[src/inc/ddcr_pkg.sv]
// Purpose: shared constants for the data loop / clock receiver bank
// Assumes: 8-bit device registers, 32-bit AHB-Lite words on the host
// Notes: device offsets are byte offsets on the device register port
package ddcr_pkg;
  localparam int DDCR_CLK_NS = 100;
  localparam int DDCR_DCLK_NS = 800;
  localparam int DDCR_HALF_CYC = DDCR_DCLK_NS / (2 * DDCR_CLK_NS);
  localparam int DDCR_PRESENT_CYC = 16;
  localparam int DDCR_TAPS = 17;
  // device register offsets
  localparam logic [7:0] DDCR_OFS_LOOP_CTRL = 8'h0a;
  localparam logic [7:0] DDCR_OFS_WARN_CLR = 8'h0b;
  localparam logic [7:0] DDCR_OFS_TUNING = 8'h0c;
  localparam logic [7:0] DDCR_OFS_MODE_SEL = 8'h0d;
  localparam logic [7:0] DDCR_OFS_STATUS = 8'h0e;
  localparam logic [7:0] DDCR_OFS_SCLK_RX = 8'h10;
  localparam logic [7:0] DDCR_OFS_RCLK_RX = 8'h11;
  // device reset values
  localparam logic [7:0] DDCR_RST_LOOP_CTRL = 8'h40;
  localparam logic [7:0] DDCR_RST_WARN_CLR = 8'h39;
  localparam logic [7:0] DDCR_RST_TUNING = 8'h64;
  localparam logic [7:0] DDCR_RST_MODE_SEL = 8'h06;
  localparam logic [7:0] DDCR_RST_SCLK_RX = 8'hff;
  localparam logic [7:0] DDCR_RST_RCLK_RX = 8'h5f;
  // field positions
  localparam int DDCR_B_LOOP_EN = 7;
  localparam int DDCR_B_DUTY = 6;
  localparam int DDCR_B_SIGN = 3;
  localparam int DDCR_B_CLR_WARN = 7;
  localparam int DDCR_B_SLOW = 7;
  localparam int DDCR_B_DLMODE = 4;
  localparam int DDCR_B_LOCK = 7;
  localparam int DDCR_B_NEAR = 6;
  localparam int DDCR_B_START = 5;
  localparam int DDCR_B_END = 4;
  localparam int DDCR_B_PRESENT = 2;
  localparam int DDCR_B_TRACK = 0;
  localparam int DDCR_B_RX_DUTY = 7;
  localparam int DDCR_B_RX_CROSS = 5;
  localparam int DDCR_PHASE_MAX = 6;
  // host AHB-Lite word offsets
  localparam logic [7:0] DDCR_H_CMD = 8'h00;
  localparam logic [7:0] DDCR_H_STAT = 8'h04;
  localparam logic [7:0] DDCR_H_CTRL = 8'h08;
  localparam logic [7:0] DDCR_H_IRQ_STAT = 8'h0c;
  localparam logic [7:0] DDCR_H_IRQ_EN = 8'h10;
  localparam logic [7:0] DDCR_H_IRQ_CLR = 8'h14;
  localparam int DDCR_H_B_WRITE = 16;
  localparam int DDCR_EV_DONE = 0;
  localparam int DDCR_EV_REFUSED = 1;
  typedef enum logic [1:0] {
    DDCR_IDLE = 2'b00,
    DDCR_ISSUE = 2'b01,
    DDCR_WAIT = 2'b10
  } ddcr_state_type;
endpackage

[src/inc/ddcr_link_if.sv]
// Purpose: link between the device register bank and its host end
// Assumes: both ends on clk; the data clock is a slow pin toward the device
// Notes: register port is one-cycle strobes, read data one cycle later
`timescale 1ns/1ns
`default_nettype none
interface ddcr_link_if;
  logic data_clock_input;
  logic [7:0] reg_addr;
  logic [7:0] reg_wdata;
  logic reg_wr;
  logic reg_rd;
  logic [7:0] reg_rdata;
  modport dev (input data_clock_input, reg_addr, reg_wdata, reg_wr, reg_rd,
    output reg_rdata);
  modport host (output data_clock_input, reg_addr, reg_wdata, reg_wr, reg_rd,
    input reg_rdata);
endinterface
`default_nettype wire

[src/rtl/ddcr_device.sv]
// Purpose: data capture loop and clock receiver register bank, device end
// Assumes: data clock much slower than clk; register strobes on clk
// Notes: the delay line is a tap counter standing in for the analog loop
//
// Decided for this implementation: the AHB-Lite register port.
`timescale 1ns/1ns
`default_nettype none
module ddcr_device import ddcr_pkg::*; #(
  parameter int TAPS = DDCR_TAPS,
  parameter int PRESENT_CYC = DDCR_PRESENT_CYC
) (
  input wire logic clk,
  input wire logic nrst,
  ddcr_link_if.dev link,
  output logic loop_enable,
  output logic data_duty_fix_on,
  output logic [3:0] phase_step,
  output logic slow_data_clock_select,
  output logic delay_line_mode_select,
  output logic sample_clock_duty_fix_on,
  output logic sample_clock_cross_ctrl_on,
  output logic [4:0] sample_clock_cross_level,
  output logic reference_duty_fix_on,
  output logic reference_cross_ctrl_on,
  output logic [4:0] reference_cross_level,
  output logic [$clog2(TAPS)-1:0] delay_tap,
  output logic loop_locked
);
  localparam int TW = $clog2(TAPS);
  localparam int MID = TAPS / 2;

  generate
    if (TAPS < 5 || TAPS > 64) begin : g_bad_taps
      $error("ddcr_device: TAPS must lie in 5..64");
    end
    if (PRESENT_CYC < 2 || PRESENT_CYC > 255) begin : g_bad_present
      $error("ddcr_device: PRESENT_CYC must lie in 2..255");
    end
  endgenerate

  logic [7:0] loop_ctrl_r, warn_clr_r, tuning_r, mode_sel_r, sclk_rx_r, rclk_rx_r;
  logic [7:0] rdata_r;
  logic [2:0] dclk_sync_r;
  logic [7:0] present_cnt_r;
  logic present_r, tracking_r, lock_r, near_r, start_r, end_r;
  logic [TW-1:0] tap_r;
  logic [TW-1:0] target;
  logic dclk_rise, wr_ctrl, clear_warn, track_nxt;
  logic [7:0] status;

  assign wr_ctrl = link.reg_wr;
  assign clear_warn = wr_ctrl && link.reg_addr == DDCR_OFS_WARN_CLR &&
    link.reg_wdata[DDCR_B_CLR_WARN];

  // register writes; reserved bits are stored as written
  always_ff @(posedge clk or negedge nrst) begin
    if (!nrst) begin
      loop_ctrl_r <= DDCR_RST_LOOP_CTRL;
      warn_clr_r <= DDCR_RST_WARN_CLR;
      tuning_r <= DDCR_RST_TUNING;
      mode_sel_r <= DDCR_RST_MODE_SEL;
      sclk_rx_r <= DDCR_RST_SCLK_RX;
      rclk_rx_r <= DDCR_RST_RCLK_RX;
    end else if (wr_ctrl) begin
      case (link.reg_addr)
        DDCR_OFS_LOOP_CTRL: loop_ctrl_r <= link.reg_wdata;
        DDCR_OFS_WARN_CLR: warn_clr_r <= link.reg_wdata;
        DDCR_OFS_TUNING: tuning_r <= link.reg_wdata;
        DDCR_OFS_MODE_SEL: mode_sel_r <= link.reg_wdata;
        DDCR_OFS_SCLK_RX: sclk_rx_r <= link.reg_wdata;
        DDCR_OFS_RCLK_RX: rclk_rx_r <= link.reg_wdata;
        default: ;
      endcase
    end
  end

  assign status = {lock_r, near_r, start_r, end_r, 1'b0, present_r, 1'b0, tracking_r};

  // read data stands from the edge after the read strobe until the next read
  always_ff @(posedge clk or negedge nrst) begin
    if (!nrst) begin
      rdata_r <= 8'h00;
    end else if (link.reg_rd) begin
      case (link.reg_addr)
        DDCR_OFS_LOOP_CTRL: rdata_r <= loop_ctrl_r;
        DDCR_OFS_WARN_CLR: rdata_r <= warn_clr_r;
        DDCR_OFS_TUNING: rdata_r <= tuning_r;
        DDCR_OFS_MODE_SEL: rdata_r <= mode_sel_r;
        DDCR_OFS_STATUS: rdata_r <= status;
        DDCR_OFS_SCLK_RX: rdata_r <= sclk_rx_r;
        DDCR_OFS_RCLK_RX: rdata_r <= rclk_rx_r;
        default: rdata_r <= 8'h00;
      endcase
    end
  end
  assign link.reg_rdata = rdata_r;

  // data clock pin: two stages, then a third for the edge
  always_ff @(posedge clk or negedge nrst) begin
    if (!nrst) begin
      dclk_sync_r <= 3'h0;
    end else begin
      dclk_sync_r <= {dclk_sync_r[1:0], link.data_clock_input};
    end
  end
  assign dclk_rise = dclk_sync_r[1] && !dclk_sync_r[2];

  // presence: a rising edge seen within the last PRESENT_CYC cycles
  always_ff @(posedge clk or negedge nrst) begin
    if (!nrst) begin
      present_cnt_r <= 8'h00;
      present_r <= 1'b0;
    end else if (dclk_rise) begin
      present_cnt_r <= 8'h00;
      present_r <= 1'b1;
    end else if (present_cnt_r == 8'(PRESENT_CYC - 1)) begin
      present_r <= 1'b0;
    end else begin
      present_cnt_r <= present_cnt_r + 8'h01;
    end
  end

  // lock target: mid line moved two taps per phase step, kept on the line
  always_comb begin
    int off;
    int pos;
    off = 2 * int'(loop_ctrl_r[2:0]);
    pos = loop_ctrl_r[DDCR_B_SIGN] ? MID - off : MID + off;
    if (pos < 0) begin
      pos = 0;
    end else if (pos > TAPS - 1) begin
      pos = TAPS - 1;
    end
    target = TW'(pos);
  end

  assign track_nxt = loop_ctrl_r[DDCR_B_LOOP_EN] && !mode_sel_r[DDCR_B_DLMODE];

  // closed loop walks one tap per data clock rising edge; otherwise held mid line
  always_ff @(posedge clk or negedge nrst) begin
    if (!nrst) begin
      tracking_r <= 1'b0;
      tap_r <= TW'(MID);
      lock_r <= 1'b0;
    end else begin
      tracking_r <= track_nxt;
      if (!track_nxt) begin
        tap_r <= TW'(MID);
      end else if (dclk_rise && tap_r < target) begin
        tap_r <= tap_r + TW'(1);
      end else if (dclk_rise && tap_r > target) begin
        tap_r <= tap_r - TW'(1);
      end
      lock_r <= tracking_r && present_r && tap_r == target;
    end
  end

  // sticky warnings; a set in the clearing cycle wins
  always_ff @(posedge clk or negedge nrst) begin
    if (!nrst) begin
      near_r <= 1'b0;
      start_r <= 1'b0;
      end_r <= 1'b0;
    end else begin
      if (tracking_r && (tap_r <= TW'(1) || tap_r >= TW'(TAPS - 2))) begin
        near_r <= 1'b1;
      end else if (clear_warn) begin
        near_r <= 1'b0;
      end
      if (tracking_r && tap_r == TW'(0)) begin
        start_r <= 1'b1;
      end else if (clear_warn) begin
        start_r <= 1'b0;
      end
      if (tracking_r && tap_r == TW'(TAPS - 1)) begin
        end_r <= 1'b1;
      end else if (clear_warn) begin
        end_r <= 1'b0;
      end
    end
  end

  assign loop_enable = loop_ctrl_r[DDCR_B_LOOP_EN];
  assign data_duty_fix_on = loop_ctrl_r[DDCR_B_DUTY];
  assign phase_step = loop_ctrl_r[3:0];
  assign slow_data_clock_select = mode_sel_r[DDCR_B_SLOW];
  assign delay_line_mode_select = mode_sel_r[DDCR_B_DLMODE];
  assign sample_clock_duty_fix_on = sclk_rx_r[DDCR_B_RX_DUTY];
  assign sample_clock_cross_ctrl_on = sclk_rx_r[DDCR_B_RX_CROSS];
  assign sample_clock_cross_level = sclk_rx_r[4:0];
  assign reference_duty_fix_on = rclk_rx_r[DDCR_B_RX_DUTY];
  assign reference_cross_ctrl_on = rclk_rx_r[DDCR_B_RX_CROSS];
  assign reference_cross_level = rclk_rx_r[4:0];
  assign delay_tap = tap_r;
  assign loop_locked = lock_r;
endmodule // ddcr_device
`default_nettype wire

[src/flat_wrapper.sv]
// flat-port wrapper written by rule: the top's interface ports become plain ports
module ddcr_device_flat import ddcr_pkg::*;
#(
  parameter int TAPS = DDCR_TAPS,
  parameter int PRESENT_CYC = DDCR_PRESENT_CYC
)
  (clk, nrst, loop_enable, data_duty_fix_on, phase_step, slow_data_clock_select, delay_line_mode_select, sample_clock_duty_fix_on, sample_clock_cross_ctrl_on, sample_clock_cross_level, reference_duty_fix_on, reference_cross_ctrl_on, reference_cross_level, delay_tap, loop_locked, link_data_clock_input, link_reg_addr, link_reg_wdata, link_reg_wr, link_reg_rd, link_reg_rdata);
  ddcr_link_if link_i ();
  input wire logic clk;
  input wire logic nrst;
  output logic loop_enable;
  output logic data_duty_fix_on;
  output logic [3:0] phase_step;
  output logic slow_data_clock_select;
  output logic delay_line_mode_select;
  output logic sample_clock_duty_fix_on;
  output logic sample_clock_cross_ctrl_on;
  output logic [4:0] sample_clock_cross_level;
  output logic reference_duty_fix_on;
  output logic reference_cross_ctrl_on;
  output logic [4:0] reference_cross_level;
  output logic [$clog2(TAPS)-1:0] delay_tap;
  output logic loop_locked;
  input wire logic [$bits(link_i.data_clock_input)-1:0] link_data_clock_input;
  input wire logic [$bits(link_i.reg_addr)-1:0] link_reg_addr;
  input wire logic [$bits(link_i.reg_wdata)-1:0] link_reg_wdata;
  input wire logic [$bits(link_i.reg_wr)-1:0] link_reg_wr;
  input wire logic [$bits(link_i.reg_rd)-1:0] link_reg_rd;
  output wire logic [$bits(link_i.reg_rdata)-1:0] link_reg_rdata;
  assign link_i.data_clock_input = link_data_clock_input;
  assign link_i.reg_addr = link_reg_addr;
  assign link_i.reg_wdata = link_reg_wdata;
  assign link_i.reg_wr = link_reg_wr;
  assign link_i.reg_rd = link_reg_rd;
  assign link_reg_rdata = link_i.reg_rdata;
  ddcr_device #(.TAPS(TAPS), .PRESENT_CYC(PRESENT_CYC)) u_core (.clk(clk), .nrst(nrst), .link(link_i), .loop_enable(loop_enable), .data_duty_fix_on(data_duty_fix_on), .phase_step(phase_step), .slow_data_clock_select(slow_data_clock_select), .delay_line_mode_select(delay_line_mode_select), .sample_clock_duty_fix_on(sample_clock_duty_fix_on), .sample_clock_cross_ctrl_on(sample_clock_cross_ctrl_on), .sample_clock_cross_level(sample_clock_cross_level), .reference_duty_fix_on(reference_duty_fix_on), .reference_cross_ctrl_on(reference_cross_ctrl_on), .reference_cross_level(reference_cross_level), .delay_tap(delay_tap), .loop_locked(loop_locked));
endmodule
[config.mk]
export PLATFORM = sky130hd
export DESIGN_NAME = ddcr_device_flat
export DESIGN_NICKNAME = d
export VERILOG_FILES = /design/src/inc/ddcr_pkg.sv /design/src/inc/ddcr_link_if.sv /design/src/rtl/ddcr_device.sv /design/src/flat_wrapper.sv
export SDC_FILE = /design/constraint.sdc
export NUM_CORES = 1
export LEC_CHECK = 0
export ABC_AREA = 1
export BUFFER_PORTS_ARGS = -buffer_cell sky130_fd_sc_hd__buf_4
export CAP_MARGIN = 5
export CORE_UTILIZATION = 50
export CTS_CLUSTER_DIAMETER = 50
export CTS_CLUSTER_SIZE = 10
export DETAILED_ROUTE_END_ITERATION = 8
export GPL_TIMING_DRIVEN = 1
export PLACE_DENSITY = 0.72
export SYNTH_ARGS = -nofsm -noshare
export SYNTH_HDL_FRONTEND = slang
export SYNTH_SLANG_ARGS = --single-unit
[constraint.sdc]
create_clock -name clk -period 2.8 [get_ports clk]
set_clock_uncertainty 0.1 [all_clocks]
set_input_delay 0 -clock clk [delete_from_list [all_inputs] [get_ports clk]]
set_output_delay 0 -clock clk [all_outputs]
set_load 0.01 [all_outputs]
==> metrics <==
cts bufs inserted 9; register area share after synthesis 46.1%; clk_lat worst skew 350 ps; max-capacitance violation count 0; largest net degree at the start of global routing 79; xor and xnor area share after synthesis 1.22%; Finished Core Util 59.7%; # clock sinks 78; outcome complete, no violations; Post-DRT Antenna Nets 0; Max Fclk 422 MHz; clk buf depth 2; Post-Layout Cell Count 676; syn_nets 545; RSZ-0062 raised after global routing false; Most used DFF post-synth dfrtp_1; ANT cells 0; CP Data Required Time 2990 ps; Remaining Overflow, GRT 0; TNS Setup 0 ps; Final Slew Violations 0; share of power burned in combinational logic 24.5%; Setup Fix Bufs, Post-CTS 0; layout cells sized above 1 22.2%; Compound-Gate Fraction of Synth Area 9.84%; Syn Area/Cell 8.38 sq um; DRC viols 0; Reg power frac 47.7%; post-synthesis simple-gate area fraction 30.7%; IO buf count 56; largest family of logic cells by synthesized area simple AND/OR/NAND/NOR gates; Rel. slew slack 33.1%; htree depth 3; pwr/cell area 598 nW/um^2; maximum VDD drop 0.377 mV; post-synthesis adder-cell area fraction 3.20%; Worst EP arrival 2560 ps; vias in the first global route 3,253; final instance area 4930 sq um; core area 8260 sq um; die extent in x 94.7 um; type of origin of the critical path flop; first-pass GRT wire length 15.6 mm; Post-Synthesis Cell Area 4300 sq um; worst hold slack 139 ps; count leader, synth nand2_1; Root Buffer clkbuf_8; yosys warns 0; Synth Register Bits 78; top cell type's share of synthesized area 30.9%; initial antenna violation count 0; Post-synth ARST share 100%; Die Y 94.7 um; HP Class input port to flop; initial DRC count 180; fin crit period 2370 ps; post-synthesis mux area share 0%; NetSw 0.954 mW; crit-path max FO 8; row count 33; GPL Wtd Cong 0.827; nets@finish 598; part of the cycle the worst path needs 84.7%; detailed placer's ending HPWL 6.75 mm; via count 3,426; sw frac 32.4%; Setup CP Type flop to flop; met2 usage 37.4%; CTS tree built; WL/cell 14.0 um; router iterations before antenna repair 5; Placement Setup Slack 446 ps; leading area contributor after synthesis dfrtp_1; Lkg Pwr 2.55 nW; post-place instance area 4620 sq um; CTS clock-pin slew for the worst setup and hold paths 80 ps; worst setup margin 429 ps; total global-route track usage 23.0%; I/O pins 57; met1 Resource Use GR 31.0%; Area contributors post-synth dfrtp_1, dfstp_2, nand2_1; synth cell count leaders nand2_1, nor2_1, dfrtp_1, nand3_1, inv_1; GR peak layer met2; Global Route met3 Usage 4.59%; Int Pwr 1.99 mW; Post-synth EDFFs 0; Vias/cell 5.07; Area growth, synth to finish 14.6%; CP endpoint kind flop; full die area 8970 sq um; Worst Tran Pin Value 1000 ps; synth unique cells 33; placed cells 648; total power draw 2.94 mW; Starting Density 52.0%; Clk pwr share 27.8%; WL final 9.48 mm; final-report setup violation count 0; Gate Count Post-Synth 513; final hold vios 0
==> critical path: stages, from the launching register on <==
cell and delay [ps]:
dfrtp_1 370, inv_1 100, ha_1 290, nand2_1 50, o21ai_0 70, o211ai_1 120, ha_1 310, inv_1 40
o21bai_1 120, nand2_1 90, nand2_1 180, nand3_1 170, inv_1 160, nand2_1 70, nand2_1 70
==> layout by cell type (no fill, tap or decap) <==
| cell | count |
|---|---|
| o21ai_0 | 26 |
| dfstp_2 | 25 |
| inv_1 | 36 |
| clkbuf_1 | 2 |
| nand2_4 | 3 |
| nand4_1 | 4 |
| bufinv_16 | 1 |
| dfrtp_1 | 53 |
| o21ai_1 | 5 |
| nand3_1 | 53 |
| inv_4 | 1 |
| nor2_8 | 4 |
| nand3b_1 | 1 |
| nand2_2 | 8 |
| ha_1 | 11 |
| nor2_4 | 8 |
| o211ai_1 | 1 |
| a21oi_1 | 11 |
| o2111ai_1 | 1 |
| nor3_1 | 2 |
| a31oi_1 | 1 |
| o21a_1 | 21 |
| or2_1 | 1 |
| o21bai_1 | 1 |
| nor2_1 | 55 |
| dlygate4sd3_1 | 12 |
| a21oi_2 | 2 |
| xnor2_1 | 2 |
| clkinv_2 | 3 |
| xor2_1 | 4 |
| inv_2 | 6 |
| clkbuf_8 | 9 |
| nand2_1 | 140 |
| buf_4 | 56 |
| a21boi_0 | 1 |
| nand3_4 | 1 |
==> final timing paths <==
kind                                       start                    end  slack (ps)  depth (start not counted)
max                        u_core.loop_ctrl_r[0]    u_core.delay_tap[2]         430                         14
min                             link_reg_addr[7]    u_core.sclk_rx_r[2]         140                          6
max reg2reg                u_core.loop_ctrl_r[0]    u_core.delay_tap[2]         430                         14
min reg2reg                u_core.dclk_sync_r[0]  u_core.dclk_sync_r[1]         250                          0
max in group asynchronous                   nrst  u_core.loop_ctrl_r[5]        1690                          2
min in group asynchronous                   nrst    u_core.rclk_rx_r[5]         250                          2
==> area by class of cell <==
type	count	area, sq um
clock inverter	5	51.3
sequential	78	1980
clock buffer	11	131
fill	752	3330
inverter	42	158
tap	105	131
multi-input combinational	367	1930
timing repair buffer	68	541
==> state kept, by name, indices dropped and copies added, names as in the netlist, 3 cells and up <==
signal and cells:
u_core.rclk_rx_r 8, u_core.sclk_rx_r 8, u_core.delay_tap 5, u_core.warn_clr_r 8
u_core.loop_ctrl_r 8, u_core.tuning_r 8, u_core.link.reg_rdata 8, u_core.dclk_sync_r 3
u_core.mode_sel_r 8, u_core.present_cnt_r 8
==> power by group through the flow <==
stage / combinational (mW) / clock, mW / sequential, mW
global placement: 0.704 / 0 / 1.42
CTS: 0.734 / 0.837 / 1.40
detailed placement: 0.715 / 0 / 1.42
global route: 0.826 / 0.880 / 1.42
finish: 0.722 / 0.817 / 1.40
floorplan: 0.485 / 0 / 1.40
==> metal layers <==
layer | vias to the layer above | share of wire, %
met5 | - | 0
met4 | 0 | 1.7
met3 | 11 | 4.2
met2 | 70 | 47
met1 | 1597 | 47
li1 | 1748 | -
==> kinds of logic after synthesis <==
logic type                 count (synthesis)
DFF                                       78
and+or+nand+nor                          280
AOI/OAI and AO/OA                         70
xor gates and xnor gates                   6
adders and majority gates                 11
buffers and inverters                     68
==> repair_timing <==
action / in CTS / in global routing
hold endpoints to repair: 113 / 0
hold buffers: 12 / 0
resized for setup: 0 / 0
Power figures use the tool's default switching activity.
